## config.mk

```make
export PLATFORM = sky130hd
export DESIGN_NAME = pmpd_clock_ctrl
export DESIGN_NICKNAME = d
export VERILOG_FILES = /design/src/pmpd_pkg.sv /design/src/pmpd_clock_ctrl.sv
export SDC_FILE = /design/constraint.sdc
export NUM_CORES = 1
export LEC_CHECK = 0
export ABC_AREA = 0
export BUFFER_PORTS_ARGS = -buffer_cell sky130_fd_sc_hd__buf_4
export CAP_MARGIN = 10
export CORE_ASPECT_RATIO = 0.7
export CORE_UTILIZATION = 35
export DETAILED_ROUTE_END_ITERATION = 12
export GPL_ROUTABILITY_DRIVEN = 1
export GPL_TIMING_DRIVEN = 0
export SYNTH_ARGS = -nofsm -noshare
export SYNTH_HDL_FRONTEND = slang
export SYNTH_SLANG_ARGS = --single-unit
```

## constraint.sdc

```tcl
create_clock -name clk -period 2.6 [get_ports clk]
set_clock_uncertainty 0.15 [all_clocks]
set_input_delay 0.52 -clock clk [delete_from_list [all_inputs] [get_ports clk]]
set_output_delay 0.52 -clock clk [all_outputs]
set_load 0.05 [all_outputs]
```

## src/pmpd_pkg.sv

```systemverilog
// Shared constants and types for the PLL mode and power-down controller
package pmpd_pkg;

    // Register byte offsets on the register bus
    localparam logic [7:0] OFFS_CPU_CONTROL_STATUS = 8'h00;
    localparam logic [7:0] OFFS_CLOCK_STATUS = 8'h04;

    // Sleep field position inside the control word
    localparam int SLEEP_LSB = 10;
    localparam int SLEEP_W = 6;
    localparam int SLEEP_STRB_LANE = 1;
    localparam logic [5:0] SLEEP_RESET = 6'h00;

    // Sleep field encodings
    localparam logic [5:0] SLEEP_NONE = 6'h00;
    localparam logic [5:0] SLEEP_HALT_ENABLED = 6'h09;
    localparam logic [5:0] SLEEP_HALT_ANY = 6'h11;
    localparam logic [5:0] SLEEP_PLL_OUT_STOP = 6'h1a;
    localparam logic [5:0] SLEEP_PLL_IN_STOP = 6'h1c;

    // Multiply-select strap encodings
    localparam logic [1:0] MULT_BYPASS = 2'h0;
    localparam logic [1:0] MULT_X6 = 2'h1;
    localparam logic [1:0] MULT_X12 = 2'h2;
    localparam logic [1:0] MULT_RESERVED = 2'h3;

    // Timing: typical lock, margin, worst case, then cycles at the clock rate
    localparam int CLK_MHZ = 40;
    localparam int LOCK_TYP_NS = 75000;
    localparam int LOCK_MARGIN_PCT = 150;
    localparam int LOCK_WORST_NS = LOCK_TYP_NS * (100 + LOCK_MARGIN_PCT) / 100;
    localparam int LOCK_WORST_CYCLES = (LOCK_WORST_NS * CLK_MHZ + 999) / 1000;
    localparam int HALT_DELAY_CYCLES = 8;
    localparam int STRAP_SETTLE_CYCLES = 2;

    // Bus responses
    localparam logic [1:0] RESP_OKAY = 2'h0;
    localparam logic [1:0] RESP_SLVERR = 2'h2;

    // Controller states
    typedef enum logic [2:0] {ST_STRAP, ST_LOCK, ST_RUN, ST_HALT_PEND, ST_HALT, ST_STOP_PEND, ST_STOP, ST_FAULT}
        pmpd_state_t;

    // Status word contents, low bits of the status register
    typedef struct packed {
        logic strapBad;
        logic clockStopped;
        logic coreHalted;
        logic locked;
        logic [1:0] multSelect;
    } pmpd_status_t;

endpackage

```

## src/pmpd_clock_ctrl.sv

```systemverilog
// PLL mode selection, lock wait and power-down clock gating with an AXI4-Lite register port
`timescale 1ns/1ps
module pmpd_clock_ctrl
    import pmpd_pkg::*;
#(
    parameter int LOCK_CYCLES = LOCK_WORST_CYCLES,
    parameter int ADDR_W = 8
)
(
    input wire logic clk,
    input wire logic rst_b,
    input wire logic multSelectHi,
    input wire logic multSelectLo,
    input wire logic irqPending,
    input wire logic irqEnabled,
    input wire logic [ADDR_W-1:0] s_axi_awaddr,
    input wire logic s_axi_awvalid,
    output logic s_axi_awready,
    input wire logic [31:0] s_axi_wdata,
    input wire logic [3:0] s_axi_wstrb,
    input wire logic s_axi_wvalid,
    output logic s_axi_wready,
    output logic [1:0] s_axi_bresp,
    output logic s_axi_bvalid,
    input wire logic s_axi_bready,
    input wire logic [ADDR_W-1:0] s_axi_araddr,
    input wire logic s_axi_arvalid,
    output logic s_axi_arready,
    output logic [31:0] s_axi_rdata,
    output logic [1:0] s_axi_rresp,
    output logic s_axi_rvalid,
    input wire logic s_axi_rready,
    output logic cpuClockEn,
    output logic intrClockEn,
    output logic xferClockEn,
    output logic pllOutRun,
    output logic pllInRun,
    output logic periphClockDiv4,
    output logic periphClockDiv6,
    output logic resumeIsr,
    output logic resumeDirect
);

    localparam int LOCK_W = $clog2(LOCK_CYCLES + 1);
    // Refuse a lock count the counter cannot serve; the shared counter must also reach the strap settle count
    if (LOCK_CYCLES < STRAP_SETTLE_CYCLES || ADDR_W < 8)
    begin : gen_bad_param
        $error("pmpd_clock_ctrl: LOCK_CYCLES must cover the strap settle count and ADDR_W be at least 8");
    end

    logic [1:0] strapMeta; // First synchroniser stage, read only by strapSync
    logic [1:0] strapSync; // Synchronised straps
    logic [1:0] multSelect; // Strap value caught after reset release
    pmpd_state_t state;
    pmpd_state_t next_state;
    logic [LOCK_W-1:0] waitCnt; // Lock wait and strap settle counter
    logic [3:0] haltCnt; // Delay from field write to halt or stop
    logic [5:0] sleepField; // Power-down field of the control word
    logic [5:0] pendCode; // Mode code being entered
    logic div4Cnt;
    logic [1:0] div6Cnt;
    // Write channel holding registers
    logic awHeld;
    logic wHeld;
    logic [ADDR_W-1:0] awAddrHeld;
    logic [31:0] wDataHeld;
    logic [3:0] wStrbHeld;
    // Bus decode
    wire awTake = s_axi_awvalid & s_axi_awready;
    wire wTake = s_axi_wvalid & s_axi_wready;
    wire arTake = s_axi_arvalid & s_axi_arready;
    wire doWrite = awHeld & wHeld & ~s_axi_bvalid;
    wire wrCtlHit = awAddrHeld == ADDR_W'(OFFS_CPU_CONTROL_STATUS);
    wire wrStaHit = awAddrHeld == ADDR_W'(OFFS_CLOCK_STATUS);
    wire sleepWrite = doWrite & wrCtlHit & wStrbHeld[SLEEP_STRB_LANE];
    wire [5:0] sleepWdata = wDataHeld[SLEEP_LSB +: SLEEP_W];
    wire rdCtlHit = s_axi_araddr == ADDR_W'(OFFS_CPU_CONTROL_STATUS);
    wire rdStaHit = s_axi_araddr == ADDR_W'(OFFS_CLOCK_STATUS);
    // Mode decode of a written field value
    wire isHaltCode = (sleepWdata == SLEEP_HALT_ENABLED) | (sleepWdata == SLEEP_HALT_ANY);
    wire isStopCode = (sleepWdata == SLEEP_PLL_OUT_STOP) | (sleepWdata == SLEEP_PLL_IN_STOP);
    wire wakeEnabled = irqPending & irqEnabled;
    wire wakeAny = irqPending;
    wire wakeNow = (pendCode == SLEEP_HALT_ANY) ? wakeAny : wakeEnabled;
    // Status and read data
    pmpd_status_t statusWord;
    assign statusWord.strapBad = state == ST_FAULT;
    assign statusWord.clockStopped = state == ST_STOP;
    assign statusWord.coreHalted = state == ST_HALT;
    assign statusWord.locked = (state != ST_STRAP) & (state != ST_LOCK) & (state != ST_FAULT);
    assign statusWord.multSelect = multSelect;
    wire [31:0] ctlReadWord = {16'h0000, sleepField, 10'h000};
    wire [31:0] staReadWord = {26'h0000000, statusWord};
    wire [31:0] readWord = rdCtlHit ? ctlReadWord : (rdStaHit ? staReadWord : 32'h00000000);
    wire [1:0] readResp = (rdCtlHit | rdStaHit) ? RESP_OKAY : RESP_SLVERR;
    wire [1:0] writeResp = (wrCtlHit | wrStaHit) ? RESP_OKAY : RESP_SLVERR;
    // Reference-derived clocks run once locked and until a stop mode lands
    wire refRun = (next_state == ST_RUN) | (next_state == ST_HALT_PEND) | (next_state == ST_HALT)
        | (next_state == ST_STOP_PEND);
    // Straps cross from pins through two flops; pull-downs make an open pin read low
    always_ff @(posedge clk or negedge rst_b)
    begin
        if (!rst_b)
        begin
            strapMeta <= 2'h0;
            strapSync <= 2'h0;
        end
        else
        begin
            strapMeta <= {multSelectHi, multSelectLo};
            strapSync <= strapMeta;
        end
    end
    // Sequencer next state; only reset leaves the stop and fault states
    always_comb
    begin
        next_state = state;
        case (state)
            ST_STRAP:
            begin
                if (waitCnt == LOCK_W'(STRAP_SETTLE_CYCLES))
                begin
                    if (strapSync == MULT_BYPASS)
                        next_state = ST_RUN;
                    else if (strapSync == MULT_RESERVED)
                        next_state = ST_FAULT;
                    else
                        next_state = ST_LOCK;
                end
            end
            ST_LOCK:
                if (waitCnt == LOCK_W'(LOCK_CYCLES))
                    next_state = ST_RUN;
            ST_RUN:
            begin
                if (sleepWrite & isHaltCode)
                    next_state = ST_HALT_PEND;
                else if (sleepWrite & isStopCode)
                    next_state = ST_STOP_PEND;
            end
            ST_HALT_PEND:
                if (haltCnt == 4'(HALT_DELAY_CYCLES))
                    next_state = ST_HALT;
            ST_HALT:
                if (wakeNow)
                    next_state = ST_RUN;
            ST_STOP_PEND:
                if (haltCnt == 4'(HALT_DELAY_CYCLES))
                    next_state = ST_STOP;
            ST_STOP:
                next_state = ST_STOP;
            default:
                next_state = state;
        endcase
    end
    // Sequencer registers, counters and the sleep field
    always_ff @(posedge clk or negedge rst_b)
    begin
        if (!rst_b)
        begin
            state <= ST_STRAP;
            waitCnt <= '0;
            haltCnt <= 4'h0;
            multSelect <= MULT_BYPASS;
            sleepField <= SLEEP_RESET;
            pendCode <= SLEEP_NONE;
        end
        else
        begin
            state <= next_state;
            // Counter restarts on every state change so each wait is measured from its own entry
            waitCnt <= (next_state != state) ? '0 : waitCnt + LOCK_W'(1);
            haltCnt <= (next_state != state) ? 4'h0 : haltCnt + 4'h1;
            if (state == ST_STRAP)
                multSelect <= strapSync;
            if (sleepWrite & (state != ST_STOP))
                sleepField <= sleepWdata;
            else if ((state == ST_HALT) & wakeNow)
                sleepField <= SLEEP_NONE;
            if ((state == ST_RUN) & sleepWrite)
                pendCode <= sleepWdata;
        end
    end
    // Clock gate enables; interrupt and transfer clocks survive core halt
    always_ff @(posedge clk or negedge rst_b)
    begin
        if (!rst_b)
        begin
            cpuClockEn <= 1'b0;
            intrClockEn <= 1'b0;
            xferClockEn <= 1'b0;
            pllOutRun <= 1'b1;
            pllInRun <= 1'b1;
            resumeIsr <= 1'b0;
            resumeDirect <= 1'b0;
        end
        else
        begin
            cpuClockEn <= (next_state == ST_RUN) | (next_state == ST_HALT_PEND) | (next_state == ST_STOP_PEND);
            intrClockEn <= refRun;
            xferClockEn <= refRun;
            pllOutRun <= next_state != ST_STOP;
            pllInRun <= ~((next_state == ST_STOP) & (pendCode == SLEEP_PLL_IN_STOP));
            resumeIsr <= (state == ST_HALT) & wakeNow & irqEnabled;
            resumeDirect <= (state == ST_HALT) & wakeNow & ~irqEnabled;
        end
    end
    // Peripheral clock dividers; they run in halt, freeze in stop modes
    always_ff @(posedge clk or negedge rst_b)
    begin
        if (!rst_b)
        begin
            div4Cnt <= 1'b0;
            div6Cnt <= 2'h0;
            periphClockDiv4 <= 1'b0;
            periphClockDiv6 <= 1'b0;
        end
        else if (refRun)
        begin
            div4Cnt <= ~div4Cnt;
            div6Cnt <= (div6Cnt == 2'h2) ? 2'h0 : div6Cnt + 2'h1;
            if (div4Cnt)
                periphClockDiv4 <= ~periphClockDiv4;
            if (div6Cnt == 2'h2)
                periphClockDiv6 <= ~periphClockDiv6;
        end
    end
    // Write side of the bus: address and data taken in either order, response after both
    always_ff @(posedge clk or negedge rst_b)
    begin
        if (!rst_b)
        begin
            awHeld <= 1'b0;
            wHeld <= 1'b0;
            awAddrHeld <= '0;
            wDataHeld <= 32'h00000000;
            wStrbHeld <= 4'h0;
            s_axi_awready <= 1'b1;
            s_axi_wready <= 1'b1;
            s_axi_bvalid <= 1'b0;
            s_axi_bresp <= RESP_OKAY;
        end
        else
        begin
            if (awTake)
            begin
                awHeld <= 1'b1;
                awAddrHeld <= s_axi_awaddr;
                s_axi_awready <= 1'b0;
            end
            if (wTake)
            begin
                wHeld <= 1'b1;
                wDataHeld <= s_axi_wdata;
                wStrbHeld <= s_axi_wstrb;
                s_axi_wready <= 1'b0;
            end
            if (doWrite)
            begin
                awHeld <= 1'b0;
                wHeld <= 1'b0;
                s_axi_bvalid <= 1'b1;
                s_axi_bresp <= writeResp;
            end
            else if (s_axi_bvalid & s_axi_bready)
            begin
                s_axi_bvalid <= 1'b0;
                s_axi_awready <= 1'b1;
                s_axi_wready <= 1'b1;
            end
        end
    end

    // Read side of the bus: one read in flight, data one cycle after the address
    always_ff @(posedge clk or negedge rst_b)
    begin
        if (!rst_b)
        begin
            s_axi_arready <= 1'b1;
            s_axi_rvalid <= 1'b0;
            s_axi_rdata <= 32'h00000000;
            s_axi_rresp <= RESP_OKAY;
        end
        else if (arTake)
        begin
            s_axi_arready <= 1'b0;
            s_axi_rvalid <= 1'b1;
            s_axi_rdata <= readWord;
            s_axi_rresp <= readResp;
        end
        else if (s_axi_rvalid & s_axi_rready)
        begin
            s_axi_rvalid <= 1'b0;
            s_axi_arready <= 1'b1;
        end
    end

endmodule

```

-- Word-level counts from Yosys, hierarchy flattened
Cells that the tools add are included.
Widths: inputs -> output; s select.
- register bits after elaboration: 118
- word-level logic and storage cells: 146
- multiplexer cells: 36
- reductions and logical operators: 12
- equality and inequality tests: 30
- $add $sub $neg: 3
- bitwise logic cells: 34
- operator list (kind ; count):
    $eq 6x5->1 const B ; 5
    $mux 3 ; 9
    $eq 3x3->1 const B ; 7
    $pmux 3 s7 ; 1
    $and 1x1->1 ; 20
    $mux 6 ; 3
    $mux 1 ; 17
    $eq 8x3->1 const B ; 2
    $logic_not 8->1 ; 2
    $mux 16 ; 1
    $add 13x1->13 const B ; 1
    $eq 13x13->1 const B ; 1
    $eq 13x2->1 const B ; 1
    $mux 13 ; 1
    $eq 3x2->1 const B ; 4
    $reduce_bool 2->1 ; 5
    $ne 3x3->1 const B ; 3
    $or 1x1->1 ; 8
    $eq 6x4->1 const B ; 1
    $mux 2 ; 3
    $not 1->1 ; 6
    $add 4x1->4 const B ; 1
    $eq 2x2->1 const B ; 2
    $eq 4x4->1 const B ; 1
    other kinds (9) ; 10

-- Longest topological paths before layout
Gate-level depths: netlist of run 1.
- depth after elaboration: 13
- mapped depth: 10

-- Least setup slack after synthesis of run 1
Ideal clock, no wire load.
- path kind: register to register
- start: register s_axi_bvalid
- end: register pllInRun
- slack: -0.114 ns
- library setup time: 0.093 ns
- period minus slack after synthesis: 2.714 ns
- stages on the path, launching flop included: 8
- arrival: 2.470 ns
- required time: 2.357 ns
- path through: dfrtp_1 nor4bb_1 and4_1 clkbuf_1 o2bb2a_1 o21a_1 or3_4 or4_4
- longest elaborated chain between the ends: 11
- elaborated cells on any way between the ends: 12
- classes of those cells: eq/ne (1); mux (3); bitwise (8)
- ends and longest elaborated chain (element ; line ; text):
    start, declared ; pmpd_clock_ctrl.sv:24 ; output logic s_axi_bvalid,
    start signal, assigned ; pmpd_clock_ctrl.sv:240 ; s_axi_bvalid <= 1'b0;
    start signal, assigned ; pmpd_clock_ctrl.sv:262 ; s_axi_bvalid <= 1'b1;
    start signal, assigned ; pmpd_clock_ctrl.sv:267 ; s_axi_bvalid <= 1'b0;
    $not 1->1 * ; pmpd_clock_ctrl.sv:72 ; wire doWrite = awHeld & wHeld & ~s_axi_bvalid;
    $and 1x1->1 * ; pmpd_clock_ctrl.sv:72 ;
    $and 1x1->1 * (2 in a row) ; pmpd_clock_ctrl.sv:75 ; wire sleepWrite = doWrite & wrCtlHit & wStrbHeld[SLEEP_STRB_LANE];
    $and 1x1->1 ; pmpd_clock_ctrl.sv:138 ; else if (sleepWrite & isStopCode)
    $mux 3 ; pmpd_clock_ctrl.sv:138 ;
    $mux 3 * ; pmpd_clock_ctrl.sv:136 ; if (sleepWrite & isHaltCode)
    $pmux 3 s7 * ; pmpd_clock_ctrl.sv:118 ; case (state)
    $eq 3x3->1 * ; pmpd_clock_ctrl.sv:203 ; pllInRun <= ~((next_state == ST_STOP) & (pendCode == SLEEP_PLL_IN_STOP));
    $and 1x1->1 * ; pmpd_clock_ctrl.sv:203 ;
    $not 1->1 * ; pmpd_clock_ctrl.sv:203 ;
    end signal, assigned ; pmpd_clock_ctrl.sv:203 ;
    end, declared ; pmpd_clock_ctrl.sv:37 ; output logic pllInRun,
Every way passes the cells marked *; elsewhere a longest branch is shown, timed or not.
A chain may end at the register's enable or synchronous reset.

-- Worst setup path after layout of run 1
- start: register waitCnt[5]
- end: register pllInRun
- longest elaborated chain between the ends: 6
- elaborated cells on any way between the ends: 8
- classes of those cells: eq/ne (3); mux (3); bitwise (2)
- ends and longest elaborated chain (element ; line ; text):
    start, declared ; pmpd_clock_ctrl.sv:56 ; logic [LOCK_W-1:0] waitCnt;
    start signal, assigned ; pmpd_clock_ctrl.sv:172 ; waitCnt <= (next_state != state) ? '0 : waitCnt + LOCK_W'(1);
    $eq 13x13->1 / $eq 13x2->1 (equally long branches) ; pmpd_clock_ctrl.sv:132, pmpd_clock_ctrl.sv:121 ;
    $mux 3 (on tied branches) ; pmpd_clock_ctrl.sv:132, pmpd_clock_ctrl.sv:121 ;
    $pmux 3 s7 * ; pmpd_clock_ctrl.sv:118 ;
    $eq 3x3->1 * ; pmpd_clock_ctrl.sv:203 ;
    $and 1x1->1 * ; pmpd_clock_ctrl.sv:203 ;
    $not 1->1 * ; pmpd_clock_ctrl.sv:203 ;
Marks and branches as above.

==> results of run 1 <==
-- cells by family (layout without fill, tap and decap cells) --
family	Yosys count	after routing
muxes	22	22
adders and majority gates	7	7
DFF	85	85
AOI/OAI and AO/OA	53	53
and+or+nand+nor	124	124
xor gates and xnor gates	18	18
other	1	22
buffers and inverters	55	149
-- layer usage --
layer  track usage [%]  vias to the layer above
met4              4.07                        0
met2              22.2                       68
li1                  -                     1432
met1              20.9                     1392
met5                 0                        -
met3              5.01                        6
-- through the flow --
stage | power (W) | setup WS [ps] | TNS (ps) | std cells
final | 0.00545 | -0.107 | -0.107 | 633
after global routing | 0.00578 | -49.1 | -452 | 633
after CTS | 0.00525 | -60.4 | -60.4 | 624
after detailed placement | 0.00368 | -479 | -7270 | 600
after global placement | 0.00362 | -424 | -6290 | 600
after floorplan | 0.00319 | 3.83 | 0 | 386
-- sequential cells by signal (all words and copies together) (netlist names), 2 cells and up --
register	flops
strapSync	2
awAddrHeld	8
wDataHeld	6
sleepField	6
s_axi_rdata	12
haltCnt	4
multSelect	2
waitCnt	13
div6Cnt	2
state	3
pendCode	6
strapMeta	2
-- power by group through the flow --
stage	sequential, W	combinational, W	clock [W]
floorplan	0.00219	0.00101	0
finish	0.00202	0.00202	0.00141
CTS	0.00201	0.00179	0.00144
global route	0.00207	0.00220	0.00150
detailed placement	0.00202	0.00166	0
global placement	0.00200	0.00162	0
-- synthesized netlist by cell type (all sizes together), types with 3 or more instances --
cell type / n / area share (%)
dfrtp: 80 / 50
nand2: 39 / 3.7
buf: 25 / 4.6
nor2: 25 / 2.4
inv: 22 / 2.1
mux2: 20 / 5.7
o21ai: 17 / 2.2
a21oi: 11 / 1.5
xnor2: 11 / 2.4
nand3: 10 / 1.3
a22o: 9 / 2.0
clkbuf: 8 / 1.3
nor4: 8 / 1.8
ha: 7 / 2.2
nor3: 7 / 0.88
xor2: 7 / 1.5
and3: 5 / 0.79
dfstp: 5 / 3.3
a31oi: 4 / 0.63
or4: 4 / 0.97
and2: 3 / 0.53
nand2b: 3 / 0.47
nor3b: 3 / 0.69
-- path summary, 6_finish.rpt --
kind                            endpoint    startpoint  depth (start not counted)  slack (ps)
setup reg to reg                pllInRun    waitCnt[5]                          6        -0.1
min in group asynchronous  sleepField[4]         rst_b                          1         230
hold reg to reg             strapSync[0]  strapMeta[0]                          0         200
hold / removal              strapMeta[1]  multSelectHi                          1         140
max in group asynchronous   s_axi_bvalid         rst_b                          1        1330
setup / recovery                pllInRun    waitCnt[5]                          6        -0.1
-- placed cells by master (no fill, tap or decap), types with 6 or more instances in the layout --
cell	Yosys	routed
buf_4	23	101
dfrtp_1	80	79
nand2_1	39	38
inv_1	22	22
conb_1	1	22
mux2_2	20	20
nor2_1	25	17
o21ai_0	16	16
nand3_1	10	10
xnor2_1	11	10
a21oi_1	10	10
a22o_1	9	9
clkbuf_16	0	9
xor2_1	7	7
ha_1	7	7
nor2_4	0	6
-- worst max-delay path: cells and delay by family, from the launching register on --
family / cells / cell delay (ps)
AND/OR/NAND/NOR: 4 / 1610
AO/OA/AOI/OAI: 2 / 380
flip-flops: 1 / 380
-- layout make-up --
class                           count  share of cell area [%]
Buffer                             33                    4.69
Clock buffer                       11                    4.72
Clock inverter                      5                    1.52
Inverter                           22                    1.54
Multi-Input combinational cell    246                    33.1
Sequential cell                    85                    39.8
Tap cell                          153                    3.57
Timing Repair Buffer               78                    11.1
-- repair_timing --
item                                    CTS  global route
cloned                                    0             1
resized for setup                        10            34
endpoints found under the setup margin   24            17
pin swaps                                 7            17
buffers inserted                          8             8
==> impl_results.md, run 1 <==
* Initial antenna violation count at 0
* Tcrit/Tclk final at 100%
* Total CTS buffers at 9
* Post-synth EDFFs at 0
* Failing checks: negative setup slack
* Hold Slack at 142 ps
* WS Path Type: reg2reg
* Clk slew on worst S/H paths at 60 ps
* Comb pwr share at 37.1%
* Crit-path cells: or4_4 > nand4b_1 > o2bb2a_4 > o21a_1 > or3_4 > or4_4
* Antenna diode count at 0
* Clk sink count at 85
* Xor/xnor share of the synthesized area at 3.96%
* Sequential element share of the synthesized area at 53.6%
* Clock Tree Root: clkbuf_16
* Critical path peak fanout at 3
* Min-Delay Path Class: in2reg
* DP Area at 4710 um2
* Met1 WL at 4.09 mm
* Primary FF master, synth: dfrtp_1
* TritonCTS clock tree: done
* Yosys reg bits at 85
* Met3 WL at 462 um
* DPL Wire Length at 5.92 mm
* MaxCap Viol Count at 0
* Syn avg cell area at 10.9 um2
* Synthesized cell area at 3980 um2
* Actual slew at the worst max-slew pin at 1050 ps
* Crit end category: flip-flop
* Core Box Area at 11100 um2
* Final setup violation count at 1
* Peak supply drop at 0.528 mV
* Final core utilization at 48.5%
* DR vias at 2898
* Cts hold-fix bufs at 0
* Register area at 2130 um2
* Vias in the first global route at 2847
* Count of final hold-check violations at 0
* Critical path's slowest cell: or4_4
* LEAKAGE at 2.52 nW
* Switch share at 36.0%
* Initial core utilization at 36.0%
* Internal power at 0.00349 W
* Layout cell share with drive strength beyond 1 at 37.9%
* Max Used Layer: met4
* Post-route cell area at 5360 um2
* DRC errors left at 0
* WP data arrival at 2700 ps
* Routed wire length at 8.43 mm
* First-pass GRT wire length at 13.7 mm
* Maximum clock path buffer count at 2
* Avg WL per Cell at 13.3 um
* Clock share of power at 25.8%
* Multiplexer share of the synthesized area at 6.16%
* DR pass1 iterations at 6
* # nets final at 545
* Layout area overhead at 34.6%
* RePlAce Congestion at 0.811
* Library cells used by synthesis at 59
* Chip Width at 129 um
* Worst setup margin at -0.107 ps
* DRT iter0 DRCs at 163
* Status: finished, violations left
* Simple-gate area share of the yosys netlist at 17.0%
* Sw power at 0.00196 W
* RSZ-0062 raised after global routing: yes
* IO buf count at 61
* Total GRT Usage at 15.0%
* Filler cells at 1022
* Flop pwr share at 37.1%
* Antenna Nets Post-Route at 0
* Tmin final at 2600 ps
* Post-DR vias/cell at 4.58
* Row count at 32
* YS warnings at 0
* Fmax at 385 MHz
* Final Max Slew Viols at 0
* Met2 wire length at 3.80 mm
* Crit start category: flip-flop
* Synthesized instance count at 365
* Main combinational cell family by area after synthesis: simple AND/OR/NAND/NOR gates
* Fraction of registers with async set/reset at 100%
* Relative slew slack at 30.3%
* Synth Area in Compound Gates at 9.08%
* CP max stage delay at 580 ps
* PwrDens at 1020 nW/um2
* Required time worst endpoint at 2700 ps
* Largest net degree at the start of global routing at 86
* Worst skew pair latency at 330 ps
* CP most frequent cell: or4_4
* GR Overflow Total at 0
* # IOs at 113
* Multi-input logic area at 1770 um2
* Post-synthesis adder-cell area fraction at 2.20%
* Die area at 11800 um2
* Height of the die at 91.2 um
* # H-tree levels at 3
(Power assumes the default switching activity.)
==> inputs of run 2 (changes only) <==
--- a/config.mk
+++ b/config.mk
@@ -5,7 +5,6 @@
 export SDC_FILE = /design/constraint.sdc
 export NUM_CORES = 1
 export LEC_CHECK = 0
-export ABC_AREA = 0
 export BUFFER_PORTS_ARGS = -buffer_cell sky130_fd_sc_hd__buf_4
 export CAP_MARGIN = 10
 export CORE_ASPECT_RATIO = 0.7
@@ -16,3 +15,4 @@
 export SYNTH_ARGS = -nofsm -noshare
 export SYNTH_HDL_FRONTEND = slang
 export SYNTH_SLANG_ARGS = --single-unit
+export TNS_END_PERCENT = 20
==> impl_results.md, run 2 (synthesized netlist as in run 1, its figures left out) <==
* Flop pwr share at 37.3%
* Initial antenna violation count at 0
* # nets final at 545
* Initial core utilization at 36.0%
* Core Box Area at 11100 um2
* Clk sink count at 85
* Finished Layout Cells at 633
* WP data arrival at 2700 ps
* Top flop regs: waitCnt (13), s_axi_rdata (12), awAddrHeld (8)
* Tcrit/Tclk final at 100%
* Worst skew pair latency at 340 ps
* TritonCTS clock tree: done
* Antenna diode count at 0
* Most common cell after layout, fill and taps aside: buf_4
* RePlAce Congestion at 0.811
* Crit end category: flip-flop
* Actual slew at the worst max-slew pin at 1050 ps
* Clock Tree Root: clkbuf_16
* Min-Delay Path Class: in2reg
* GR Overflow Total at 0
* Chip Width at 129 um
* Antenna Nets Post-Route at 0
* Post-DR vias/cell at 4.58
* Hold Slack at 139 ps
* Die area at 11800 um2
* Routed wire length at 8.44 mm
* Final Max Slew Viols at 0
* Number of cells after detailed placement at 600
* Power after layout at 0.00543 W
* Fmax at 385 MHz
* DPL Wire Length at 5.92 mm
* Largest net degree at the start of global routing at 86
* Count of final hold-check violations at 0
* Layout cell share with drive strength beyond 1 at 37.9%
* Filler cells at 1022
* DRC errors left at 0
* Relative slew slack at 30.1%
* Total negative slack at 0 ps
* First-pass GRT wire length at 13.7 mm
* Peak supply drop at 0.528 mV
* Row count at 32
* Vias in the first global route at 2847
* Maximum clock path buffer count at 2
* Clock share of power at 26.1%
* Status: finished clean
* Crit start category: flip-flop
* PwrDens at 1020 nW/um2
* Most flops, register: waitCnt
* Internal power at 0.00348 W
* Switch share at 35.9%
* DRT iter0 DRCs at 135
* Comb pwr share at 36.7%
* Final setup violation count at 0
* Layout area overhead at 33.9%
* DR vias at 2897
* Critical path peak fanout at 3
* Total CTS buffers at 9
* DP Area at 4710 um2
* DR pass1 iterations at 7
* RSZ-0062 raised after global routing: yes
* Sw power at 0.00195 W
* Max reg flops at 13
* Commonest cells after routing, fill and taps aside: buf_4, dfrtp_1, nand2_1, inv_1, conb_1
* Post-route cell area at 5330 um2
* Required time worst endpoint at 2700 ps
* IO buf count at 61
* Total GRT Usage at 15.0%
* Cts hold-fix bufs at 0
* Avg WL per Cell at 13.3 um
* LEAKAGE at 2.52 nW
* Clk slew on worst S/H paths at 60 ps
* MaxCap Viol Count at 0
* # IOs at 113
* Height of the die at 91.2 um
* Tmin final at 2600 ps
* WS Path Type: reg2reg
* # H-tree levels at 3
run 2: through the flow:
step	utilization, %	setup slack, ps
6_report	48.2	0.828
5_1_grt	48.2	-49.1
4_1_cts	46.8	-60.4
3_5_place_dp	42.6	-479
3_3_place_gp	42.6	-424
2_1_floorplan	-	3.83
run 2: per-layer routing:
metal	up-vias	GRT usage (%)	wire (um)
met4	0	4.07	97
li1	1429	-	-
met5	-	0	0
met2	68	22.2	3770
met3	10	5.01	450
met1	1390	20.9	4120
run 2: power by group through the flow:
| stage | combinational [W] | clock [W] | sequential, W |
|---|---|---|---|
| 2_1_floorplan | 0.00101 | 0 | 0.00219 |
| 3_3_place_gp | 0.00162 | 0 | 0.00200 |
| 3_5_place_dp | 0.00166 | 0 | 0.00202 |
| 4_1_cts | 0.00179 | 0.00144 | 0.00201 |
| 5_1_grt | 0.00216 | 0.00150 | 0.00207 |
| 6_report | 0.00199 | 0.00141 | 0.00202 |
run 2: cell type report:
type / count / area (um2) / share of cell area (%)
Timing Repair Buffer: 78 / 593 / 11.1
Sequential cell: 85 / 2130 / 40.0
Buffer: 33 / 248 / 4.65
Multi-Input combinational cell: 246 / 1750 / 32.8
Inverter: 22 / 82.6 / 1.55
Tap cell: 153 / 191 / 3.59
Clock inverter: 5 / 81.3 / 1.53
Clock buffer: 11 / 253 / 4.74
run 2: final timing paths:
kind	startpoint	endpoint	slack, ps	cells past startpoint
min in group asynchronous	rst_b	sleepField[4]	220	1
max in group asynchronous	rst_b	s_axi_bvalid	1330	1
hold reg to reg	strapMeta[0]	strapSync[0]	200	0
setup reg to reg	waitCnt[5]	pllInRun	0.8	6
hold / removal	multSelectHi	strapMeta[1]	140	1
setup / recovery	waitCnt[5]	pllInRun	0.8	6
run 2: worst max-delay path: stages (launching register included):
cell	delay [ps]
dfrtp_1	380
or4_4	580
nand4b_1	240
o2bb2a_4	260
o21a_1	120
or3_4	370
or4_4	420
run 2: repair_timing:
item / CTS / global route
gates resized for setup: 10 / 28
endpoints found under the setup margin: 24 / 17
setup buffers: 8 / 8
pin swaps: 7 / 12
cloned: 0 / 1
